### config.mk
export PLATFORM = sky130hd
export DESIGN_NAME = stc_timer
export DESIGN_NICKNAME = d
export VERILOG_FILES = /design/src/verilog/stc_pkg.sv /design/src/verilog/stc_prescale.sv /design/src/verilog/stc_timer.sv
export SDC_FILE = /design/constraint.sdc
export NUM_CORES = 1
export LEC_CHECK = 0
export ABC_AREA = 1
export BUFFER_PORTS_ARGS = -buffer_cell sky130_fd_sc_hd__buf_2
export CAP_MARGIN = 40
export CORE_ASPECT_RATIO = 0.8
export CORE_UTILIZATION = 35
export CTS_CLUSTER_SIZE = 8
export DETAILED_ROUTE_END_ITERATION = 6
export GPL_ROUTABILITY_DRIVEN = 0
export GPL_TIMING_DRIVEN = 0
export PLACE_DENSITY = 0.57
export REMOVE_ABC_BUFFERS = 1
export SYNTH_ARGS = -nofsm -noshare
export SYNTH_HDL_FRONTEND = slang
export SYNTH_SLANG_ARGS = --single-unit
### constraint.sdc
create_clock -name clk_sys -period 2.7 [get_ports clk_sys]
set_clock_uncertainty 0.15 [all_clocks]
set_input_delay 0 -clock clk_sys [delete_from_list [all_inputs] [get_ports clk_sys]]
set_output_delay 0 -clock clk_sys [all_outputs]
set_load 0.01 [all_outputs]
### src/verilog/stc_pkg.sv
// Constants, register map and field layout of the sixteen bit timer counter.
// Assumes a byte wide register port and a single 100 MHz system clock.
package stc_pkg;
   localparam int unsigned  ADDR_W         = 8;
   localparam int unsigned  DATA_W         = 8;
   localparam int unsigned  COUNT_W        = 16;
   localparam int unsigned  PS_W           = 3;

   // Register offsets
   localparam logic [7:0]   OFS_FLAG       = 8'h0C;
   localparam logic [7:0]   OFS_COUNT_LOW  = 8'h0E;
   localparam logic [7:0]   OFS_COUNT_HIGH = 8'h0F;
   localparam logic [7:0]   OFS_CONTROL    = 8'h10;
   localparam logic [7:0]   OFS_ENABLE     = 8'h8C;

   // Control field positions
   localparam int unsigned  BIT_RUN        = 0;
   localparam int unsigned  BIT_SRC        = 1;
   localparam int unsigned  BIT_SYNC_DIS   = 2;
   localparam int unsigned  BIT_OSC_EN     = 3;
   localparam int unsigned  BIT_PS_LO      = 4;
   localparam int unsigned  BIT_PS_HI      = 5;
   localparam int unsigned  BIT_OSC_STAT   = 6;
   localparam int unsigned  BIT_FLAG       = 0;
   localparam int unsigned  CTRL_W         = 6;

   // Reset and boundary values
   localparam logic [5:0]   CTRL_RESET     = 6'h00;
   localparam logic [15:0]  COUNT_MAX      = 16'hFFFF;
   localparam logic [15:0]  COUNT_ZERO     = 16'h0000;
   localparam logic [7:0]   BYTE_ZERO      = 8'h00;

   // Prescaler terminal counts for 1:1, 1:2, 1:4 and 1:8
   localparam logic [1:0]   PS_DIV1        = 2'h0;
   localparam logic [1:0]   PS_DIV2        = 2'h1;
   localparam logic [1:0]   PS_DIV4        = 2'h2;
   localparam logic [2:0]   PS_MASK1       = 3'h0;
   localparam logic [2:0]   PS_MASK2       = 3'h1;
   localparam logic [2:0]   PS_MASK4       = 3'h3;
   localparam logic [2:0]   PS_MASK8       = 3'h7;

   // Instruction cycle is four system clocks
   localparam int unsigned  CLK_PERIOD_NS  = 10;
   localparam int unsigned  INSTR_NS       = 40;
   localparam int unsigned  INSTR_CYCLES   = (INSTR_NS + CLK_PERIOD_NS - 1) / CLK_PERIOD_NS;
   localparam logic [1:0]   PHASE_LAST     = 2'(INSTR_CYCLES - 1);
endpackage : stc_pkg

### src/verilog/stc_prescale.sv
// Input prescaler of the timer counter: divides a tick stream by 1, 2, 4 or 8.
// Assumes tick_in is a one cycle pulse on clk_sys; tick_out follows one cycle later.
`timescale 1ns/1ps
`default_nettype none
module stc_prescale
(
   input  wire logic                    clk_sys,
   input  wire logic                    rst_n,
   input  wire logic                    clr,
   input  wire logic                    tick_in,
   input  wire logic [1:0]              ratio,
   output var  logic                    tick_out
);
   import stc_pkg::*;

   typedef struct packed {
      logic [PS_W-1:0] cnt;
      logic            tick;
   } stc_ps_state_t;

   stc_ps_state_t st_q;
   stc_ps_state_t st_d;
   logic [PS_W-1:0] mask;

   // Terminal count per ratio and next state
   always_comb
   begin
      st_d = st_q;
      st_d.tick = 1'b0;
      case (ratio)
         PS_DIV1: mask = PS_MASK1;
         PS_DIV2: mask = PS_MASK2;
         PS_DIV4: mask = PS_MASK4;
         default: mask = PS_MASK8;
      endcase
      if (clr)
      begin
         st_d.cnt = '0;
      end
      else if (tick_in)
      begin
         if (st_q.cnt >= mask)
         begin
            st_d.cnt  = '0;
            st_d.tick = 1'b1;
         end
         else
         begin
            st_d.cnt = st_q.cnt + PS_W'(1);
         end
      end
   end

   // State register
   always_ff @(posedge clk_sys or negedge rst_n)
   begin
      if (!rst_n)
         st_q <= '0;
      else
         st_q <= st_d;
   end

   assign tick_out = st_q.tick;
endmodule : stc_prescale
`default_nettype wire

### src/verilog/stc_timer.sv
// Sixteen bit timer counter with prescaler, overflow flag and pin control.
// Assumes a byte register port on clk_sys and asynchronous pins synchronised here.
// What this block does
// - Sixteen bit count in two bytes counts up and wraps from all ones to zero.
// - Wrap sets overflow flag bit 0; interrupt only when enable bit is set.
// - Control bit 0 runs the counter; clear holds the count.
// - Control bit 1 picks instruction cycle ticks or external rising edges.
// - Control bits 5:4 pick prescale divide by 1, 2, 4 or 8.
// - Control bit 6 reads whether system clock comes from this oscillator.
// - Control bit 2 disables synchronising, only meaningful with external source.
// - Oscillator enable forces both pins to inputs reading zero.
// - External edges come from oscillator pin when enabled, else clock pin.
// - After enabling counter mode, a falling edge must precede any count.
// - Prescaler counts external edges; its output is synchronised to the core.
// - Synchronised counter mode holds the count in sleep; prescaler keeps going.
// - Unsynchronised counter mode counts in sleep and its overflow can interrupt.
// - Unsynchronised counting is not offered as capture or compare time base.
// - Count byte reads return a stable value in unsynchronised mode.
// - Special event trigger input clears the count.
// - Oscillator runs in every power managed mode once enabled.
// - Control bit 7 reads zero; control bits 5:0 reset to zero.
// - A count write beats a coinciding special event trigger.
// - The special event trigger clear does not set the overflow flag.
// - Any count byte write clears the prescaler.
// - Reset clears control, flag and enable; the count bytes keep their value.
//
// Chosen here: the address-and-strobe port.
`timescale 1ns/1ps
`default_nettype none
module stc_timer
(
   input  wire logic                         clk_sys,
   input  wire logic                         rst_n,
   input  wire logic [stc_pkg::ADDR_W-1:0]   reg_addr,
   input  wire logic [stc_pkg::DATA_W-1:0]   reg_wdata,
   input  wire logic                         reg_we,
   input  wire logic                         reg_re,
   output var  logic [stc_pkg::DATA_W-1:0]   reg_rdata,
   input  wire logic                         osc_input_pin,
   input  wire logic                         external_clock_pin,
   input  wire logic [1:0]                   port_direction_bits,
   input  wire logic                         sleep_mode,
   input  wire logic                         sysclk_from_osc,
   input  wire logic                         special_event_reset,
   output var  logic [1:0]                   pin_oe,
   output var  logic [1:0]                   port_read,
   output var  logic                         osc_amp_enable,
   output var  logic                         overflow_irq,
   output var  logic                         timebase_valid,
   output var  logic [stc_pkg::COUNT_W-1:0]  count_pair
);
   import stc_pkg::*;

   typedef struct packed {
      logic [CTRL_W-1:0]  ctrl;
      logic [COUNT_W-1:0] count;
      logic               flag;
      logic               irq_en;
      logic [1:0]         sync1;
      logic [1:0]         sync2;
      logic               edge_prev;
      logic               armed;
      logic [1:0]         phase;
      logic [DATA_W-1:0]  rdata;
      logic               irq;
      logic               tb_valid;
      logic [1:0]         pin_oe;
      logic [1:0]         port_rd;
      logic               osc_amp;
      logic               seeded;
   } stc_state_t;

   stc_state_t st_q;
   stc_state_t st_d;

   logic run_on;
   logic src_ext;
   logic async_mode;
   logic osc_en;
   logic ext_level;
   logic ext_rise;
   logic ext_fall;
   logic ps_in;
   logic ps_tick;
   logic wr_low;
   logic wr_high;
   logic cnt_wr;
   logic cnt_inc;
   logic wrap;
   logic [DATA_W-1:0] ctrl_rd;

   // Control field views and pin edge detection
   assign run_on     = st_q.ctrl[BIT_RUN];
   assign src_ext    = st_q.ctrl[BIT_SRC];
   assign async_mode = src_ext & st_q.ctrl[BIT_SYNC_DIS];
   assign osc_en     = st_q.ctrl[BIT_OSC_EN];
   assign ext_level  = osc_en ? st_q.sync2[1] : st_q.sync2[0];
   assign ext_rise   = ext_level & ~st_q.edge_prev;
   assign ext_fall   = ~ext_level & st_q.edge_prev;
   assign wr_low     = reg_we && (reg_addr == OFS_COUNT_LOW);
   assign wr_high    = reg_we && (reg_addr == OFS_COUNT_HIGH);
   assign cnt_wr     = wr_low | wr_high;

   // Prescaler input: armed external edges or instruction cycle ticks
   always_comb
   begin
      ps_in = 1'b0;
      if (run_on && src_ext)
         ps_in = ext_rise & st_q.armed;
      else if (run_on)
         ps_in = (st_q.phase == PHASE_LAST) & ~sleep_mode;
   end

   // Divider, cleared by any count write
   stc_prescale u_prescale
   (
      .clk_sys  (clk_sys),
      .rst_n    (rst_n),
      .clr      (cnt_wr),
      .tick_in  (ps_in),
      .ratio    (st_q.ctrl[BIT_PS_HI:BIT_PS_LO]),
      .tick_out (ps_tick)
   );

   // Synchronised mode stalls in sleep, unsynchronised keeps counting
   assign cnt_inc = ps_tick & run_on & ~(sleep_mode & ~async_mode);
   assign wrap    = cnt_inc && (st_q.count == COUNT_MAX) && !cnt_wr && !special_event_reset;
   assign ctrl_rd = {1'b0, sysclk_from_osc, st_q.ctrl};

   // Next state of the whole block
   always_comb
   begin
      st_d = st_q;
      // Two stage synchronisers for both pins
      st_d.sync1 = {osc_input_pin, external_clock_pin};
      st_d.sync2 = st_q.sync1;
      st_d.edge_prev = ext_level;
      st_d.phase = st_q.phase + 2'(1);
      // Arming waits for a falling edge after entering counter mode
      if (!(run_on && src_ext))
         st_d.armed = 1'b0;
      else if (ext_fall)
         st_d.armed = 1'b1;
      // Count: write first, then trigger clear, then increment
      if (cnt_wr)
      begin
         if (wr_low)
            st_d.count[7:0] = reg_wdata;
         if (wr_high)
            st_d.count[15:8] = reg_wdata;
      end
      else if (special_event_reset)
         st_d.count = COUNT_ZERO;
      else if (cnt_inc)
         st_d.count = st_q.count + COUNT_W'(1);
      // Register writes
      if (reg_we && (reg_addr == OFS_CONTROL))
         st_d.ctrl = reg_wdata[CTRL_W-1:0];
      if (reg_we && (reg_addr == OFS_ENABLE))
         st_d.irq_en = reg_wdata[BIT_FLAG];
      if (reg_we && (reg_addr == OFS_FLAG))
         st_d.flag = reg_wdata[BIT_FLAG];
      // Overflow wins over a clear in the same cycle
      if (wrap)
         st_d.flag = 1'b1;
      // Read data, valid the cycle after the strobe only
      st_d.rdata = BYTE_ZERO;
      if (reg_re)
      begin
         if (reg_addr == OFS_COUNT_LOW)
            st_d.rdata = st_q.count[7:0];
         else if (reg_addr == OFS_COUNT_HIGH)
            st_d.rdata = st_q.count[15:8];
         else if (reg_addr == OFS_CONTROL)
            st_d.rdata = ctrl_rd;
         else if (reg_addr == OFS_FLAG)
            st_d.rdata = {7'h00, st_q.flag};
         else if (reg_addr == OFS_ENABLE)
            st_d.rdata = {7'h00, st_q.irq_en};
      end
      // Registered side outputs
      st_d.irq      = st_q.flag & st_q.irq_en;
      st_d.tb_valid = ~async_mode;
      st_d.pin_oe   = osc_en ? 2'h0 : ~port_direction_bits;
      st_d.port_rd  = osc_en ? 2'h0 : st_q.sync2;
      st_d.osc_amp  = osc_en;
      // Count is unknown until software or the trigger loads it
      if (cnt_wr || special_event_reset)
         st_d.seeded = 1'b1;
   end

   // State register; the count is left out of reset
   always_ff @(posedge clk_sys or negedge rst_n)
   begin
      if (!rst_n)
      begin
         st_q.ctrl      <= CTRL_RESET;
         st_q.flag      <= 1'b0;
         st_q.irq_en    <= 1'b0;
         st_q.sync1     <= 2'h0;
         st_q.sync2     <= 2'h0;
         st_q.edge_prev <= 1'b0;
         st_q.armed     <= 1'b0;
         st_q.phase     <= 2'h0;
         st_q.rdata     <= BYTE_ZERO;
         st_q.irq       <= 1'b0;
         st_q.tb_valid  <= 1'b1;
         st_q.pin_oe    <= 2'h0;
         st_q.port_rd   <= 2'h0;
         st_q.osc_amp   <= 1'b0;
         st_q.seeded    <= 1'b0;
      end
      else
      begin
         st_q <= st_d;
      end
   end

   // Outputs straight from the state register
   assign reg_rdata      = st_q.rdata;
   assign pin_oe         = st_q.pin_oe;
   assign port_read      = st_q.port_rd;
   assign osc_amp_enable = st_q.osc_amp;
   assign overflow_irq   = st_q.irq;
   assign timebase_valid = st_q.tb_valid;
   assign count_pair     = st_q.count;
endmodule : stc_timer
`default_nettype wire

==> results of run 1 <==
## tightest hold or removal path: cells and delay by family
kind                   cells  cell delay (ns)
AND/OR/NAND/NOR            2             0.29
AO/OA/AOI/OAI              1             0.13
buffers and inverters      1             0.11
## Yosys cell counts, drive strengths merged (2+ instances only)
| cell type | instances |
|---|---|
| o21ai | 34 |
| xor2 | 4 |
| ha | 6 |
| nand3 | 33 |
| inv | 55 |
| edfxtp | 16 |
| buf | 31 |
| nor2 | 42 |
| dfrtp | 34 |
| xnor2 | 2 |
| o21bai | 6 |
| nor3 | 6 |
| nand4 | 6 |
| a21oi | 3 |
| nand2 | 78 |
## through the flow
step / std cells / power, mW / setup slack, ns / cell area, um2
finish: 524 / 1.58 / 0.444 / 3440
global route: 524 / 1.64 / 0.280 / 3440
CTS: 524 / 1.60 / 0.446 / 3440
detailed placement: 495 / 1.01 / 0.647 / 3100
global placement: 495 / 1.01 / 0.661 / 3100
floorplan: 330 / 0.937 / 1.06 / 2680
## power groups by stage
stage	combinational [mW]	clock, mW	sequential, mW
detailed placement	0.145	0	0.867
CTS	0.166	0.578	0.852
floorplan	0.0695	0	0.867
global route	0.188	0.601	0.855
global placement	0.142	0	0.867
finish	0.165	0.564	0.851
## sequential cells by signal, indices dropped and copies added, names as in the netlist, 2 cells and up
signal,flops
reg_rdata,8
pin_oe,2
count_pair,16
ctrl_rd,6
port_read,2
st_q,8
u_prescale.st_q,3
st_d,2
## metal layers
metal	wire, um	global-route usage	up-vias
li1	-	-	1237
met1	3450	0.234	1111
met2	2790	0.245	59
met3	286	0.0265	5
met4	64	0.0506	0
met5	0	0	-
## cell families after synthesis
kind of cell / after synthesis / synth area share
buf+inv: 87 / 0.154
flops: 51 / 0.464
compound gates: 45 / 0.0847
simple gates: 167 / 0.254
xor+xnor: 6 / 0.0180
fa+ha+maj: 6 / 0.0257
## final timing paths
check,slack (ns),end,cells past startpoint,startpoint
min in group asynchronous,0.17,reg_rdata[1],2,rst_n
max in group asynchronous,1.74,u_prescale.tick_out,2,rst_n
worst min-delay path,0.11,u_prescale.tick_out,4,sleep_mode
worst min register to register,0.21,st_q[21],0,st_d[21]
worst max-delay path,0.44,st_q[25],8,count_pair[0]
worst max register to register,0.44,st_q[25],8,count_pair[0]
## final cells by class
type / instances / area [um2] / share of cell area
clock buffer: 7 / 119 / 0.0346
sequential: 51 / 1360 / 0.395
inverter: 55 / 206 / 0.0600
timing repair buffer: 78 / 495 / 0.144
tap: 108 / 135 / 0.0393
clock inverter: 1 / 7.51 / 0.00218
multi-input combinational: 224 / 1120 / 0.325
==> impl_metrics.yaml, run 1 <==
finish:
  layout_common_cells: "74 x nand2_1, 57 x buf_2, 55 x inv_1"
  syn_to_final_growth_pct: 17.6
  final_common_cell: "nand2_1"
  final_util: 0.429
  diodes: 0
  nNetsFinal: 448
  fillers: 800
  layout-drive-gt1-share: 0.192
yosys:
  synth_edf_count: 16
  seq_area_frac_synth: 0.464
  avgSynthCellArea_um2: 8.08
  synthCells: 362
  synth_top_area_frac: 0.291
  ys_top_cells_by_area: "dfrtp_1 29%, edfxtp_1 16%, nand2_1 9.5%, buf_4 7.2%, inv_1 7.1%"
  synth_seq_cells: 51
  post-synth-top-area-cell: "dfrtp_1"
  ys.flop_type: "dfrtp_1"
  synth_area_mm2: 0.00292
  ys_types: 29
  synthArstFlopShare: 0.686
  ys_warn_count: 0
clock_network:
  cts.clk_slew.worst_paths_ns: 0.10
  cts-buffers-inserted: 5
  cts_tree: "built"
  cts_buffer_depth: 2
  htree_levels: 2
  cts_num_sinks: 51
  cts_setup_buffers: 0
  cts-root-buf: "clkbuf_8"
  insertion_delay_ns: 0.31
  cts_resized: 0
  cts_hold_buffers: 21
floorplan:
  fp.dieH_um: 83.8
  io_pins: 58
  start_util: 0.365
  die_w_um: 104
  core_area_mm2: 0.00802
  die_area_mm2: 0.00873
  rows: 29
sta:
  finalMaxSlewViolations: 0
  slew_headroom: 0.460
  setup_violations: 0
  min_period_ns: 2.26
  max_freq_mhz: 443
  hold_viol_final: 0
  tns_ns: 0
  holdWs_ns: 0.111
  finalCritPeriodShare: 0.835
  grt_setup_unrepaired: "no"
  worst_pin_slew_ns: 0.807
pwr:
  power_frac_seq: 0.539
  internal_power_mw: 1.19
  combPwrFrac: 0.104
  peakVddDrop_v: 0.000185
  p_leak_nw: 1.78
  power.density_mw_per_mm2: 460
  clockPowerShare: 0.357
  switching_share: 0.245
  p_sw_mw: 0.387
run:
  drv_cap: 0
global_route:
  grt_pass1_wl_um: 11100
  grt_overflow: 0
  antenna_found_initial: 0
  first_global_vias: 2287
  track_usage: 0.161
  grt_start_max_net_pins: 37
worst_setup_path:
  path_buf_inv: 1
  arrival_ns: 2.36
  path_delay_family: "simple AND/OR/NAND/NOR gates"
  cpPeakStageDelay_ns: 0.55
  end_kind: "register"
  worstPathCellList: "ha_1 > nand3_1 > nor2_1 > nand4_1 > nor2_1 > nand3_1 > nand2_1 > dlygate4sd3_1"
  critPathKind: "reg2reg"
  path_max_fanout: 8
  critPathSlowestCell: "dlygate4sd3_1"
  critPathLaunchType: "register"
  cp.required_ns: 2.80
min_path:
  min_path_type: "in2reg"
detailed_routing:
  drt_iter0_markers: 144
  drcViolationCount: 0
  vias_per_cell: 4.60
  wire_per_inst_um: 12.6
  firstDrtPassIters: 4
  ant_nets: 0
  finalWirelength_um: 6580
  vias: 2412
placement:
  dp.final_hpwl_um: 4970
  port_buffers: 57
run_status:
  outcome: "complete, no violations"
No activity file was read; power rests on OpenSTA's default activity.
==> run 2, diff against run 1 <==
Settings changed: ABC_AREA 1 to 0.
Clock period 2.7 ns to 2.2 ns, I/O delays scaled along.
==> run 2 against run 1 <==
Sequential power rose by 25%; setup slack got worse by 0.36 ns; register-to-register slack got worse by 0.36 ns; largest cell class unchanged.
==> impl_metrics.yaml, run 2 <==
yosys:
  ys_warn_count: 0
  synthArstFlopShare: 0.686
  seq_area_frac_synth: 0.507
  synth_edf_count: 16
  avgSynthCellArea_um2: 10.9
  ys.flop_type: "dfrtp_1"
  post-synth-top-count-cell: "dfrtp_1"
  synth_top_area_frac: 0.318
  ys_types: 42
  post-synth-top-area-cell: "dfrtp_1"
  synthCells: 245
  ys_top_cells_by_count: "34 x dfrtp_1, 28 x buf_4, 21 x nand2_1"
  synth_area_mm2: 0.00268
  synth_seq_cells: 51
  ys_top_cells_by_area: "dfrtp_1 32%, edfxtp_1 18%, buf_4 7.9%, xnor2_1 3.9%, mux2i_1 3.4%"
global_route:
  first_global_vias: 1785
  grt_overflow: 0
  track_usage: 0.156
  grt_start_max_net_pins: 35
  antenna_found_initial: 0
  grt_pass1_wl_um: 9300
worst_setup_path:
  critPathLaunchType: "register"
  critPathKind: "reg2reg"
  worstPathCellList: "ha_1 > nand3_1 > nor4_4 > xnor2_1 > o21ai_0"
  arrival_ns: 2.02
  critPathSlowestCell: "edfxtp_1"
  path_buf_inv: 0
  path_max_fanout: 6
  path_delay_family: "simple AND/OR/NAND/NOR gates"
  end_kind: "register"
  cpPeakStageDelay_ns: 0.47
  cp.required_ns: 2.11
clock_network:
  cts.clk_slew.worst_paths_ns: 0.09
  cts_buffer_depth: 2
  insertion_delay_ns: 0.30
  cts-root-buf: "clkbuf_8"
  cts_num_sinks: 51
  cts-buffers-inserted: 5
  htree_levels: 2
  cts_tree: "built"
placement:
  placedInstanceArea_mm2: 0.00287
  dp.final_hpwl_um: 4300
  place_inst: 375
  preCtsSetupSlack_ns: -0.636
  port_buffers: 57
sta:
  fin_ws_ns: 0.0849
  slew_headroom: 0.554
  worst_pin_slew_ns: 0.667
  hold_viol_final: 0
  finalMaxSlewViolations: 0
  tns_ns: 0
  min_period_ns: 2.12
  finalCritPeriodShare: 0.961
  setup_violations: 0
  max_freq_mhz: 473
finish:
  layout_common_cells: "57 x buf_2, 34 x dfrtp_1, 21 x nand2_1"
  largest_reg_flops: 16
  final_util: 0.437
  stdcell_count: 404
  diodes: 0
  fillers: 715
  syn_to_final_growth_pct: 20.6
  layout-drive-gt1-share: 0.294
  nNetsFinal: 331
  finalInstanceArea_mm2: 0.00323
  final_common_cell: "buf_2"
detailed_routing:
  drcViolationCount: 0
  ant_nets: 0
  wire_per_inst_um: 14.7
  wl_met2_um: 2620
  finalWirelength_um: 5930
  firstDrtPassIters: 7
  wl_met1_um: 2980
  vias_per_cell: 4.83
  dr_wl_met3_um: 255
  drt_iter0_markers: 82
  vias: 1950
  highest_layer: "met4"
floorplan:
  io_pins: 58
  core_area_mm2: 0.00739
  rows: 28
  die_area_mm2: 0.00801
  fp.dieH_um: 80.2
  die_w_um: 99.8
  start_util: 0.362
pwr:
  p_leak_nw: 1.40
  peakVddDrop_v: 0.000257
  power.density_mw_per_mm2: 609
min_path:
  min_path_type: "in2reg"
run_status:
  outcome: "complete, no violations"
run:
  drv_cap: 0
[run 2: layout make-up]
class,instances,area [um2],area share
Clock buffer,6,82.6,0.0256
Clock inverter,2,35.0,0.0108
Inverter,13,48.8,0.0151
Multi-Input combinational cell,148,1060,0.329
Sequential cell,51,1360,0.420
Tap cell,105,131,0.0407
Timing Repair Buffer,79,510,0.158
[run 2: metal layers]
metal  vias up  global-route usage
met5         -                   0
met4         0              0.0529
li1        952                   -
met1       928               0.215
met3         7              0.0313
met2        63               0.246
[run 2: final timing paths]
path                                from              to  slack, ns  cells past startpoint
min in group asynchronous          rst_n  timebase_valid       0.08                      2
setup / recovery           count_pair[0]  count_pair[14]       0.08                      5
hold / removal               reg_addr[7]        st_q[24]      0.008                      4
hold reg to reg                 st_d[20]        st_q[20]       0.20                      0
setup reg to reg           count_pair[0]  count_pair[14]       0.08                      5
max in group asynchronous          rst_n    reg_rdata[0]       1.63                      3
[run 2: what timing repair did]
action                     in CTS  in global routing
hold buffers                   20                  0
hold endpoints to repair       65                  0
setup endpoints to repair      16                  3
pin swaps                       1                  0
resized for setup               1                  3
buffers inserted                1                  0
cloned                          0                  0
[run 2: logic make-up (layout without fill, tap and decap cells)]
logic type,after synthesis,count (layout),share of synthesized area
XOR/XNOR,13,13,0.0425
AO/OA/AOI/OAI,38,38,0.0925
AND/OR/NAND/NOR,74,74,0.157
flip-flops,51,51,0.507
buffers and inverters,46,100,0.105
adder cells (fa/ha/maj),6,6,0.0280
multiplexers,17,17,0.0673
[run 2: worst register-to-register path, cell delays in order (launching register included)]
cell and delay [ns]:
edfxtp_1 0.47, ha_1 0.22, nand3_1 0.34, nor4_4 0.43, xnor2_1 0.17, o21ai_0 0.09
[run 2: stage by stage]
| step | hold slack, ns | power [mW] |
|---|---|---|
| after floorplan | -0.446 | 1.18 |
| final | 0.00806 | 1.97 |
| after global placement | -0.0422 | 1.28 |
| after CTS | 0.00465 | 1.99 |
| after global routing | 0.0341 | 2.06 |
| after detailed placement | -0.0388 | 1.28 |
[run 2: power breakdown]
group / total (mW) / internal, mW / switching (mW)
Sequential: 1.06 / 1.02 / 0.0393
Clock: 0.674 / 0.368 / 0.305
Combinational: 0.235 / 0.116 / 0.119
Total: 1.97 / 1.50 / 0.464
